**src/rtl/usm_map.svh**
```systemverilog
`ifndef USM_MAP_SVH
`define USM_MAP_SVH

// ****************************************************************
// Register offsets
// ****************************************************************
`define USM_OFF_RXCTL      8'h13
`define USM_OFF_TXCTL      8'h15
`define USM_OFF_TXDATA     8'h16
`define USM_OFF_DIVISOR    8'h17
`define USM_OFF_IRQ_STAT   8'h18
`define USM_OFF_IRQ_MASK   8'h19

// ****************************************************************
// Field positions
// ****************************************************************
`define USM_TX_CLOCK_SOURCE_SELECT        7
`define USM_TX_NINE        6
`define USM_TX_EN          5
`define USM_TX_SYNC        4
`define USM_TX_EMPTY       1
`define USM_TX_D9          0
`define USM_RX_SERIAL_PORT_ENABLE        7
`define USM_RX_NINE        6
`define USM_RX_SINGLE_RECEIVE_ENABLE        5
`define USM_RX_CONTINUOUS_RECEIVE_ENABLE        4
`define USM_IRQ_BUF        0
`define USM_IRQ_DONE       1

// ****************************************************************
// Reset values and write masks
// ****************************************************************
`define USM_TXCTL_RST      8'h00
`define USM_RXCTL_RST      8'h00
`define USM_DIVISOR_RST    8'h00
`define USM_IRQ_RST        2'h0
`define USM_TXCTL_WMASK    8'hf1
`define USM_RXCTL_WMASK    8'hf0

// ****************************************************************
// Timing counts
// ****************************************************************
`define USM_ASYNC_TICKS    7'h40
`define USM_SYNC_TICKS     7'h04
`define USM_ASYNC_BITS8    4'ha
`define USM_ASYNC_BITS9    4'hb
`define USM_SYNC_BITS8     4'h8
`define USM_SYNC_BITS9     4'h9

`endif

```
**src/rtl/usm_pkg.sv**
```systemverilog
package usm_pkg;

  // Shifter state, one-hot
  typedef enum logic [1:0] {
    USM_IDLE  = 2'b01,
    USM_SHIFT = 2'b10
  } usm_state_t;

endpackage : usm_pkg

```
**src/rtl/usm_top.sv**
```systemverilog
// Decided for this implementation: the address-and-strobe port.
`timescale 1ns/1ps
`include "usm_map.svh"
// Overview of operation
// - Three modes: asynchronous full duplex, synchronous master, synchronous slave.
// - Pins serve the serial port only while port enable is set.
// - Port drives both pin directions from enable, transmit, receive, clock bits.
// - Synchronous: clock select set means master on baud clock, else slave.
// - Nine-bit select chooses nine-bit or eight-bit transmission.
// - Transmit enable gates transmission; sync receive enables override it.
// - Synchronous select bit picks synchronous or asynchronous mode.
// - Bits three and two of transmit control always read zero.
// - Read-only flag is one while shifter is empty; resets to one.
// - Writable ninth data bit is sent when nine-bit transmission is selected.
// - Baud is clock over 64(X+1) async, over 4(X+1) sync master.
// - Writing the baud divisor clears the baud generator timer.
module usm_top (
  input  wire logic       sys_clk,
  input  wire logic       rst_n,
  input  wire logic [7:0] reg_addr,
  input  wire logic [7:0] reg_wdata,
  input  wire logic       reg_wr,
  input  wire logic       reg_rd,
  output logic      [7:0] reg_rdata,
  output logic            irq,
  input  wire logic       receive_data_pin_in,
  output logic            receive_data_pin_out,
  output logic            receive_data_pin_oe,
  input  wire logic       transmit_clock_pin_in,
  output logic            transmit_clock_pin_out,
  output logic            transmit_clock_pin_oe,
  input  wire logic       gpio_data_out,
  input  wire logic       gpio_data_oe,
  input  wire logic       gpio_clock_out,
  input  wire logic       gpio_clock_oe
);

  // ****************************************************************
  // Helper functions
  // ****************************************************************

  // Address match for one register
  function automatic logic reg_hit(input logic [7:0] addr, input logic [7:0] offset);
    reg_hit = (addr == offset);
  endfunction : reg_hit

  // Number of bit slots in one frame
  function automatic logic [3:0] frame_len(input logic sync, input logic nine);
    if (sync) begin
      frame_len = nine ? `USM_SYNC_BITS9 : `USM_SYNC_BITS8;
    end else begin
      frame_len = nine ? `USM_ASYNC_BITS9 : `USM_ASYNC_BITS8;
    end
  endfunction : frame_len

  // ****************************************************************
  // Declarations
  // ****************************************************************
  logic [7:0]          txctl_reg;
  logic [7:0]          txctl_next;
  logic [7:0]          rxctl_reg;
  logic [7:0]          rxctl_next;
  logic [7:0]          divisor_reg;
  logic [7:0]          divisor_next;
  logic [7:0]          txbuf_reg;
  logic [7:0]          txbuf_next;
  logic                buf_full_reg;
  logic                buf_full_next;
  logic [1:0]          stat_reg;
  logic [1:0]          stat_next;
  logic [1:0]          mask_reg;
  logic [1:0]          mask_next;
  logic                irq_reg;
  logic [7:0]          rdata_reg;
  logic [7:0]          rdata_next;
  logic [7:0]          brg_cnt_reg;
  logic [7:0]          brg_cnt_next;
  logic [5:0]          phase_reg;
  logic [5:0]          phase_next;
  usm_pkg::usm_state_t state_reg;
  usm_pkg::usm_state_t state_next;
  logic [10:0]         shreg_reg;
  logic [10:0]         shreg_next;
  logic [3:0]          bit_cnt_reg;
  logic [3:0]          bit_cnt_next;
  logic                ck_sync1_reg;
  logic                ck_sync2_reg;
  logic                ck_prev_reg;
  logic                dt_out_reg;
  logic                dt_oe_reg;
  logic                ck_out_reg;
  logic                ck_oe_reg;

  // ****************************************************************
  // Register decode
  // ****************************************************************

  // Write strobes per register
  wire wr_txctl  = reg_wr & reg_hit(reg_addr, `USM_OFF_TXCTL);
  wire wr_rxctl  = reg_wr & reg_hit(reg_addr, `USM_OFF_RXCTL);
  wire wr_txdata = reg_wr & reg_hit(reg_addr, `USM_OFF_TXDATA);
  wire wr_div    = reg_wr & reg_hit(reg_addr, `USM_OFF_DIVISOR);
  wire wr_stat   = reg_wr & reg_hit(reg_addr, `USM_OFF_IRQ_STAT);
  wire wr_mask   = reg_wr & reg_hit(reg_addr, `USM_OFF_IRQ_MASK);

  // Configuration fields
  wire port_en   = rxctl_reg[`USM_RX_SERIAL_PORT_ENABLE];
  wire sync_mode = txctl_reg[`USM_TX_SYNC];
  wire clk_src   = txctl_reg[`USM_TX_CLOCK_SOURCE_SELECT];
  wire nine_bit  = txctl_reg[`USM_TX_NINE];
  wire ninth_bit = txctl_reg[`USM_TX_D9];
  wire tx_en_bit = txctl_reg[`USM_TX_EN];
  wire rx_req    = rxctl_reg[`USM_RX_SINGLE_RECEIVE_ENABLE] | rxctl_reg[`USM_RX_CONTINUOUS_RECEIVE_ENABLE];

  // Mode selection: clock select only counts in synchronous mode
  wire is_master = sync_mode & clk_src;
  wire is_slave  = sync_mode & ~clk_src;

  // Receive enables win over transmit enable in synchronous mode
  wire tx_active = port_en & tx_en_bit & ~(sync_mode & rx_req);

  // ****************************************************************
  // Register next values
  // ****************************************************************

  // Control registers keep only implemented bits
  assign txctl_next   = wr_txctl ? (reg_wdata & `USM_TXCTL_WMASK) : txctl_reg;
  assign rxctl_next   = wr_rxctl ? (reg_wdata & `USM_RXCTL_WMASK) : rxctl_reg;
  assign divisor_next = wr_div ? reg_wdata : divisor_reg;
  assign mask_next    = wr_mask ? reg_wdata[1:0] : mask_reg;

  // Holding buffer: a write while full is ignored
  wire buf_take  = wr_txdata & ~buf_full_reg;
  wire shf_idle  = (state_reg == usm_pkg::USM_IDLE);
  wire load      = shf_idle & buf_full_reg & tx_active;
  assign txbuf_next    = buf_take ? reg_wdata : txbuf_reg;
  assign buf_full_next = buf_take | (buf_full_reg & ~load);

  // ****************************************************************
  // Baud generator
  // ****************************************************************

  // Free-running timer, period divisor plus one clocks
  wire brg_tick = (brg_cnt_reg == divisor_reg);
  assign brg_cnt_next = (wr_div | brg_tick) ? 8'h00 : brg_cnt_reg + 8'h01;

  // Sub-bit phase: 64 ticks per bit async, 4 per bit sync
  wire [6:0] ticks_per_bit = sync_mode ? `USM_SYNC_TICKS : `USM_ASYNC_TICKS;
  wire [6:0] phase_last_w  = ticks_per_bit - 7'h01;
  wire       phase_wrap    = brg_tick & (phase_reg == phase_last_w[5:0]);
  assign phase_next = (wr_div | shf_idle | phase_wrap) ? 6'h00 :
                      brg_tick ? phase_reg + 6'h01 : phase_reg;

  // ****************************************************************
  // External clock for slave mode
  // ****************************************************************

  // Falling edge of the synchronised pin clock
  wire ck_fall = ck_prev_reg & ~ck_sync2_reg;

  // ****************************************************************
  // Transmit shifter
  // ****************************************************************

  // Frame word: async adds start and stop, ninth bit only when selected
  wire        d9_or_stop = nine_bit ? ninth_bit : 1'b1;
  wire [10:0] async_word = {1'b1, d9_or_stop, txbuf_reg, 1'b0};
  wire [10:0] sync_word  = {2'b11, d9_or_stop, txbuf_reg};
  wire [10:0] load_word  = sync_mode ? sync_word : async_word;

  // Bit timing: slave follows pin clock, others the baud phase
  wire       bit_tick = is_slave ? ck_fall : phase_wrap;
  wire [3:0] nbits    = frame_len(sync_mode, nine_bit);
  wire [3:0] last_idx = nbits - 4'h1;
  wire       advance  = ~shf_idle & bit_tick;
  wire       finish   = advance & (bit_cnt_reg == last_idx);
  wire       abort    = ~shf_idle & ~tx_active;

  // State transitions
  always_comb begin
    state_next = state_reg;
    unique case (state_reg)
      usm_pkg::USM_IDLE: begin
        if (load) begin
          state_next = usm_pkg::USM_SHIFT;
        end
      end
      usm_pkg::USM_SHIFT: begin
        if (abort | finish) begin
          state_next = usm_pkg::USM_IDLE;
        end
      end
    endcase
  end

  // Shift data out LSB first, fill with ones
  assign shreg_next   = load ? load_word :
                        advance ? {1'b1, shreg_reg[10:1]} : shreg_reg;
  assign bit_cnt_next = load ? 4'h0 :
                        advance ? bit_cnt_reg + 4'h1 : bit_cnt_reg;

  // Shifter empty flag
  wire shifter_empty_flag = shf_idle;

  // ****************************************************************
  // Interrupt status and mask
  // ****************************************************************

  // Buffer handed to shifter, and frame completed
  wire [1:0] ev_set = {finish, load};
  wire [1:0] ev_clr = wr_stat ? reg_wdata[1:0] : 2'h0;
  // Set wins over a simultaneous clear
  assign stat_next = ev_set | (stat_reg & ~ev_clr);

  // ****************************************************************
  // Read path
  // ****************************************************************

  // Transmit control with live empty flag, unimplemented bits zero
  wire [7:0] txctl_rd = {txctl_reg[7:4], 2'b00, shifter_empty_flag, txctl_reg[0]};
  wire [7:0] rxctl_rd = {rxctl_reg[7:4], 4'h0};

  // Read mux, zero on unmapped or write-only offsets
  wire [7:0] rd_mux =
    reg_hit(reg_addr, `USM_OFF_TXCTL)    ? txctl_rd :
    reg_hit(reg_addr, `USM_OFF_RXCTL)    ? rxctl_rd :
    reg_hit(reg_addr, `USM_OFF_DIVISOR)  ? divisor_reg :
    reg_hit(reg_addr, `USM_OFF_IRQ_STAT) ? {6'h00, stat_reg} :
    reg_hit(reg_addr, `USM_OFF_IRQ_MASK) ? {6'h00, mask_reg} : 8'h00;
  assign rdata_next = reg_rd ? rd_mux : 8'h00;

  // ****************************************************************
  // Pin muxing and direction
  // ****************************************************************

  // Serial line level and master clock
  wire serial_bit = shf_idle ? 1'b1 : shreg_reg[0];
  wire master_ck  = ~shf_idle & phase_reg[1];

  // Data pin: output only while transmitting in sync mode
  wire dt_oe_next  = port_en ? (sync_mode & tx_active) : gpio_data_oe;
  wire dt_out_next = port_en ? serial_bit : gpio_data_out;

  // Clock pin: async line when enabled, master clock, slave input
  wire ck_oe_sel   = sync_mode ? clk_src : tx_en_bit;
  wire ck_oe_next  = port_en ? ck_oe_sel : gpio_clock_oe;
  wire ck_val      = is_master ? master_ck : (sync_mode ? 1'b0 : serial_bit);
  wire ck_out_next = port_en ? ck_val : gpio_clock_out;

  // ****************************************************************
  // Flip-flops
  // ****************************************************************

  // Control registers
  always_ff @(posedge sys_clk) begin
    if (!rst_n) begin
      txctl_reg   <= `USM_TXCTL_RST;
      rxctl_reg   <= `USM_RXCTL_RST;
      divisor_reg <= `USM_DIVISOR_RST;
      mask_reg    <= `USM_IRQ_RST;
    end else begin
      txctl_reg   <= txctl_next;
      rxctl_reg   <= rxctl_next;
      divisor_reg <= divisor_next;
      mask_reg    <= mask_next;
    end
  end

  // Buffer, status, interrupt and read data
  always_ff @(posedge sys_clk) begin
    if (!rst_n) begin
      txbuf_reg    <= 8'h00;
      buf_full_reg <= 1'b0;
      stat_reg     <= `USM_IRQ_RST;
      irq_reg      <= 1'b0;
      rdata_reg    <= 8'h00;
    end else begin
      txbuf_reg    <= txbuf_next;
      buf_full_reg <= buf_full_next;
      stat_reg     <= stat_next;
      irq_reg      <= |(stat_next & mask_next);
      rdata_reg    <= rdata_next;
    end
  end

  // Baud generator and phase
  always_ff @(posedge sys_clk) begin
    if (!rst_n) begin
      brg_cnt_reg <= 8'h00;
      phase_reg   <= 6'h00;
    end else begin
      brg_cnt_reg <= brg_cnt_next;
      phase_reg   <= phase_next;
    end
  end

  // Shifter
  always_ff @(posedge sys_clk) begin
    if (!rst_n) begin
      state_reg   <= usm_pkg::USM_IDLE;
      shreg_reg   <= 11'h7ff;
      bit_cnt_reg <= 4'h0;
    end else begin
      state_reg   <= state_next;
      shreg_reg   <= shreg_next;
      bit_cnt_reg <= bit_cnt_next;
    end
  end

  // Pin clock synchroniser and edge history
  always_ff @(posedge sys_clk) begin
    if (!rst_n) begin
      ck_sync1_reg <= 1'b0;
      ck_sync2_reg <= 1'b0;
      ck_prev_reg  <= 1'b0;
    end else begin
      ck_sync1_reg <= transmit_clock_pin_in;
      ck_sync2_reg <= ck_sync1_reg;
      ck_prev_reg  <= ck_sync2_reg;
    end
  end

  // Registered pin drive
  always_ff @(posedge sys_clk) begin
    if (!rst_n) begin
      dt_out_reg <= 1'b0;
      dt_oe_reg  <= 1'b0;
      ck_out_reg <= 1'b0;
      ck_oe_reg  <= 1'b0;
    end else begin
      dt_out_reg <= dt_out_next;
      dt_oe_reg  <= dt_oe_next;
      ck_out_reg <= ck_out_next;
      ck_oe_reg  <= ck_oe_next;
    end
  end

  // ****************************************************************
  // Outputs
  // ****************************************************************

  // Receive data pin level is left to the receiver
  wire unused_rx = receive_data_pin_in;

  assign reg_rdata              = rdata_reg;
  assign irq                    = irq_reg;
  assign receive_data_pin_out   = dt_out_reg;
  assign receive_data_pin_oe    = dt_oe_reg;
  assign transmit_clock_pin_out = ck_out_reg;
  assign transmit_clock_pin_oe  = ck_oe_reg;

endmodule : usm_top
```
**config.mk**
```make
export PLATFORM = sky130hd
export DESIGN_NAME = usm_top
export DESIGN_NICKNAME = d
export VERILOG_FILES = /design/src/rtl/usm_pkg.sv /design/src/rtl/usm_top.sv
export VERILOG_INCLUDE_DIRS = /design/src /design/src/rtl
export SDC_FILE = /design/constraint.sdc
export NUM_CORES = 1
export LEC_CHECK = 0
export ABC_AREA = 1
export BUFFER_PORTS_ARGS = -buffer_cell sky130_fd_sc_hd__buf_2
export CAP_MARGIN = 10
export CORE_MARGIN = 3
export CORE_UTILIZATION = 33
export DETAILED_ROUTE_END_ITERATION = 12
export GPL_ROUTABILITY_DRIVEN = 0
export PLACE_DENSITY = 0.63
export SLEW_MARGIN = 20
export SYNTH_ARGS = -nofsm -noshare
export SYNTH_HDL_FRONTEND = slang
export SYNTH_SLANG_ARGS = --single-unit
```
**constraint.sdc**
```tcl
create_clock -name sys_clk -period 1.5 [get_ports sys_clk]
set_clock_uncertainty 0.1 [all_clocks]
set_input_delay 0.075 -clock sys_clk [delete_from_list [all_inputs] [get_ports sys_clk]]
set_output_delay 0.075 -clock sys_clk [all_outputs]
set_load 0.02 [all_outputs]
```
==> impl_metrics.json <==
{
  "outcome": "complete, but fails checks",
  "violations": "setup timing",
  "synth_area_leaders": "dfxtp_1 (44%), nand2_1 (12%), a21oi_1 (6.5%)",
  "postSynthCellCount": 480,
  "wl_mm": 8.80,
  "dr.first_iter.drc_count": 218,
  "grt_pass1_wl_mm": 14.7,
  "grt-ovfl-total": 0,
  "ant_nets": 0,
  "cts_made_buffers": 9,
  "drv_slew": 0,
  "hold_class": "in2reg",
  "dieArea_um2": 11700,
  "synth_warnings": 0,
  "post-route-period-util_pct": 104,
  "core_area_um2": 10000,
  "synthToLayoutAreaGrowth_pct": 38.2,
  "synth-seq-area-share_pct": 44.0,
  "track_usage_pct": 15.7,
  "die_h_um": 108,
  "slowest_delay_ns": 0.41,
  "final_util_pct": 47.8,
  "fin_cells": 724,
  "die_x_um": 108,
  "ios": 39,
  "critPathSlowestCell": "dfxtp_4",
  "htree_levels": 3,
  "drtPass1Iterations": 4,
  "post-synth-top-area-fraction_pct": 44.0,
  "power_density_nw_per_um2": 797,
  "cpLargestDelayFamily": "simple AND/OR/NAND/NOR gates",
  "netlist_area_um2": 3460,
  "finalSetupViolCount": 18,
  "drc_errors": 0,
  "max_freq_mhz": 644,
  "clockBufferDepth": 2,
  "rsz0062_at_grt": "yes",
  "r2r_slack_ns": -0.05,
  "wl_met2_mm": 4.08,
  "maxCapViolations": 0,
  "worst_ep_arrival_time_ns": 1.68,
  "synth_area_per_cell_um2": 7.20,
  "antenna_found_initial": 0,
  "start_util_pct": 34.6,
  "rows": 36,
  "ir_worst_vdd_mv": 0.440,
  "nets": 616,
  "synth_seq_cells": 76,
  "wire_per_inst_um": 12.2,
  "ys_types": 35,
  "n_antenna_cell": 0,
  "clkTransAtPathRegs_ns": 0.08,
  "largest_reg_flops": 10,
  "clock-sinks": 76,
  "dp_cells": 686,
  "dp_hpwl_mm": 6.40,
  "cts_tree": "yes",
  "vias": 3402,
  "required_ns": 1.63,
  "worstSetupEndpointType": "flop",
  "cpMostUsedCell": "nand3_2",
  "avgViaCountPerCell": 4.70,
  "routed.top_layer": "met4",
  "fin_ws_ns": -0.0539,
  "relSlewSlack_pct": 64.0,
  "cts_root_buf": "clkbuf_8",
  "path_cells": "inv_4 -> nor2_4 -> nand3_2 -> a21oi_2 -> nand3_2 -> nand2_4 -> nand2_8 -> o21ai_1 -> nor2_1",
  "grt_max_degree": 25,
  "yosysTopAreaCell": "dfxtp_1",
  "worstMarginPinSlew_ns": 0.535,
  "final_hold_viol_count": 0,
  "drive_gt1_share_pct": 29.9,
  "p_leak_uw": 0.00208,
  "wl_met3_um": 349,
  "critPathKind": "reg2reg",
  "drt-met1-wl_mm": 4.28,
  "clk_latency_ns": 0.34,
  "worst-path-buf-inv": 1,
  "worstSetupStartpointType": "flop",
  "port_buffers": 37,
  "fin_crit_ns": 1.55,
  "cp_max_fo": 8,
  "grt_pass1_vias": 3264,
  "syn_nets": 510
}
## logic make-up (layout without fill, tap and decap cells)
logic type / after synthesis / after routing / synth area share (%)
AOI/OAI and AO/OA: 95 / 95 / 14.5
xor gates and xnor gates: 14 / 14 / 3.55
adders and majority gates: 4 / 4 / 1.45
buffers and inverters: 73 / 183 / 8.32
DFF: 76 / 76 / 44.0
and+or+nand+nor: 218 / 219 / 28.2
## layout make-up
cell class	count	area, um^2
clock buffer	12	155
timing repair buffer	107	783
tap	133	166
multi-input combinational	332	1840
sequential	76	1550
clock inverter	4	47.5
inverter	60	235
fill	976	5220
## worst register-to-register path, delay by kind of cell (launching register included)
kind | cells | cell delay [ns]
AO/OA/AOI/OAI | 2 | 0.29
AND/OR/NAND/NOR | 6 | 0.59
flip-flops | 1 | 0.41
buffers and inverters | 1 | 0.06
## where the power goes
| group | leakage (uW) | switching (uW) | internal [uW] |
|---|---|---|---|
| combinational | 0.00135 | 117 | 87.8 |
| sequential | 0.000624 | 3.98 | 2020 |
| clock | 0.000102 | 725 | 855 |
| total | 0.00208 | 846 | 2960 |
## cells in the mapped netlist (all sizes together)
master / n
clkbuf: 8
xnor2: 8
a221oi: 2
a31oi: 2
o21ai: 40
nand4: 6
inv: 60
a211oi: 1
ha: 4
dfxtp: 76
buf: 5
nand3: 41
nor3: 7
nor2: 43
nand2: 115
nor4: 2
xor2: 6
nor3b: 2
o22ai: 2
o211ai: 1
a21oi: 45
a41oi: 2
or2: 2
## per-stage QoR
stage	cell area (um^2)	total power [uW]	hold WS [ns]	worst slack, ns	setup TNS (ns)
after floorplan	3470	2160	0.0726	0.00535	0
after global placement	4150	2240	0.158	-0.0512	-0.440
after detailed placement	4150	2240	0.167	-0.0776	-0.755
after CTS	4590	3840	0.00665	-0.0219	-0.0512
after global routing	4780	3960	0.0205	-0.157	-2.62
final	4780	3810	0.0278	-0.0539	-0.661
## timing repair
action	in CTS	in global routing
gates resized for setup	23	45
pin swaps	3	21
endpoints found under the hold margin	30	0
buffers inserted	0	5
gates cloned	1	0
hold buffers	16	0
endpoints found under the setup margin	19	29
## layer usage
layer	vias up	track usage (%)
met5	-	0
met4	0	4.33
met3	6	2.99
met2	69	25.8
met1	1553	21.1
li1	1774	-
## final timing paths
| path | startpoint | endpoint | depth (start not counted) |
|---|---|---|---|
| setup / recovery | txctl_reg[4]$_SDFFE_PN0P_ | bit_cnt_reg[1]$_SDFFE_PP0P_ | 9 |
| setup reg to reg | txctl_reg[4]$_SDFFE_PN0P_ | bit_cnt_reg[1]$_SDFFE_PP0P_ | 9 |
| hold / removal | reg_wr | divisor_reg[7]$_SDFFE_PN0P_ | 3 |
| hold reg to reg | ck_sync1_reg$_SDFF_PN0_ | ck_sync2_reg$_SDFF_PN0_ | 2 |
## cell usage in the layout (no fill, tap or decap), types with 5 or more instances in the layout
cell type | synthesis | routed
a21oi_1 | 45 | 42
buf_2 | 3 | 37
buf_4 | 0 | 50
clkbuf_8 | 0 | 11
dfxtp_1 | 76 | 59
dfxtp_2 | 0 | 14
dlygate4sd3_1 | 0 | 16
inv_1 | 56 | 50
inv_2 | 3 | 7
nand2_1 | 108 | 99
nand2_2 | 6 | 13
nand3_1 | 39 | 34
nand3_2 | 2 | 5
nand4_1 | 6 | 6
nor2_1 | 38 | 34
nor2_4 | 1 | 6
nor3_1 | 7 | 7
o21ai_0 | 33 | 30
o21ai_1 | 7 | 10
xnor2_1 | 8 | 5
xor2_1 | 6 | 6
(Power assumes the default switching activity.)
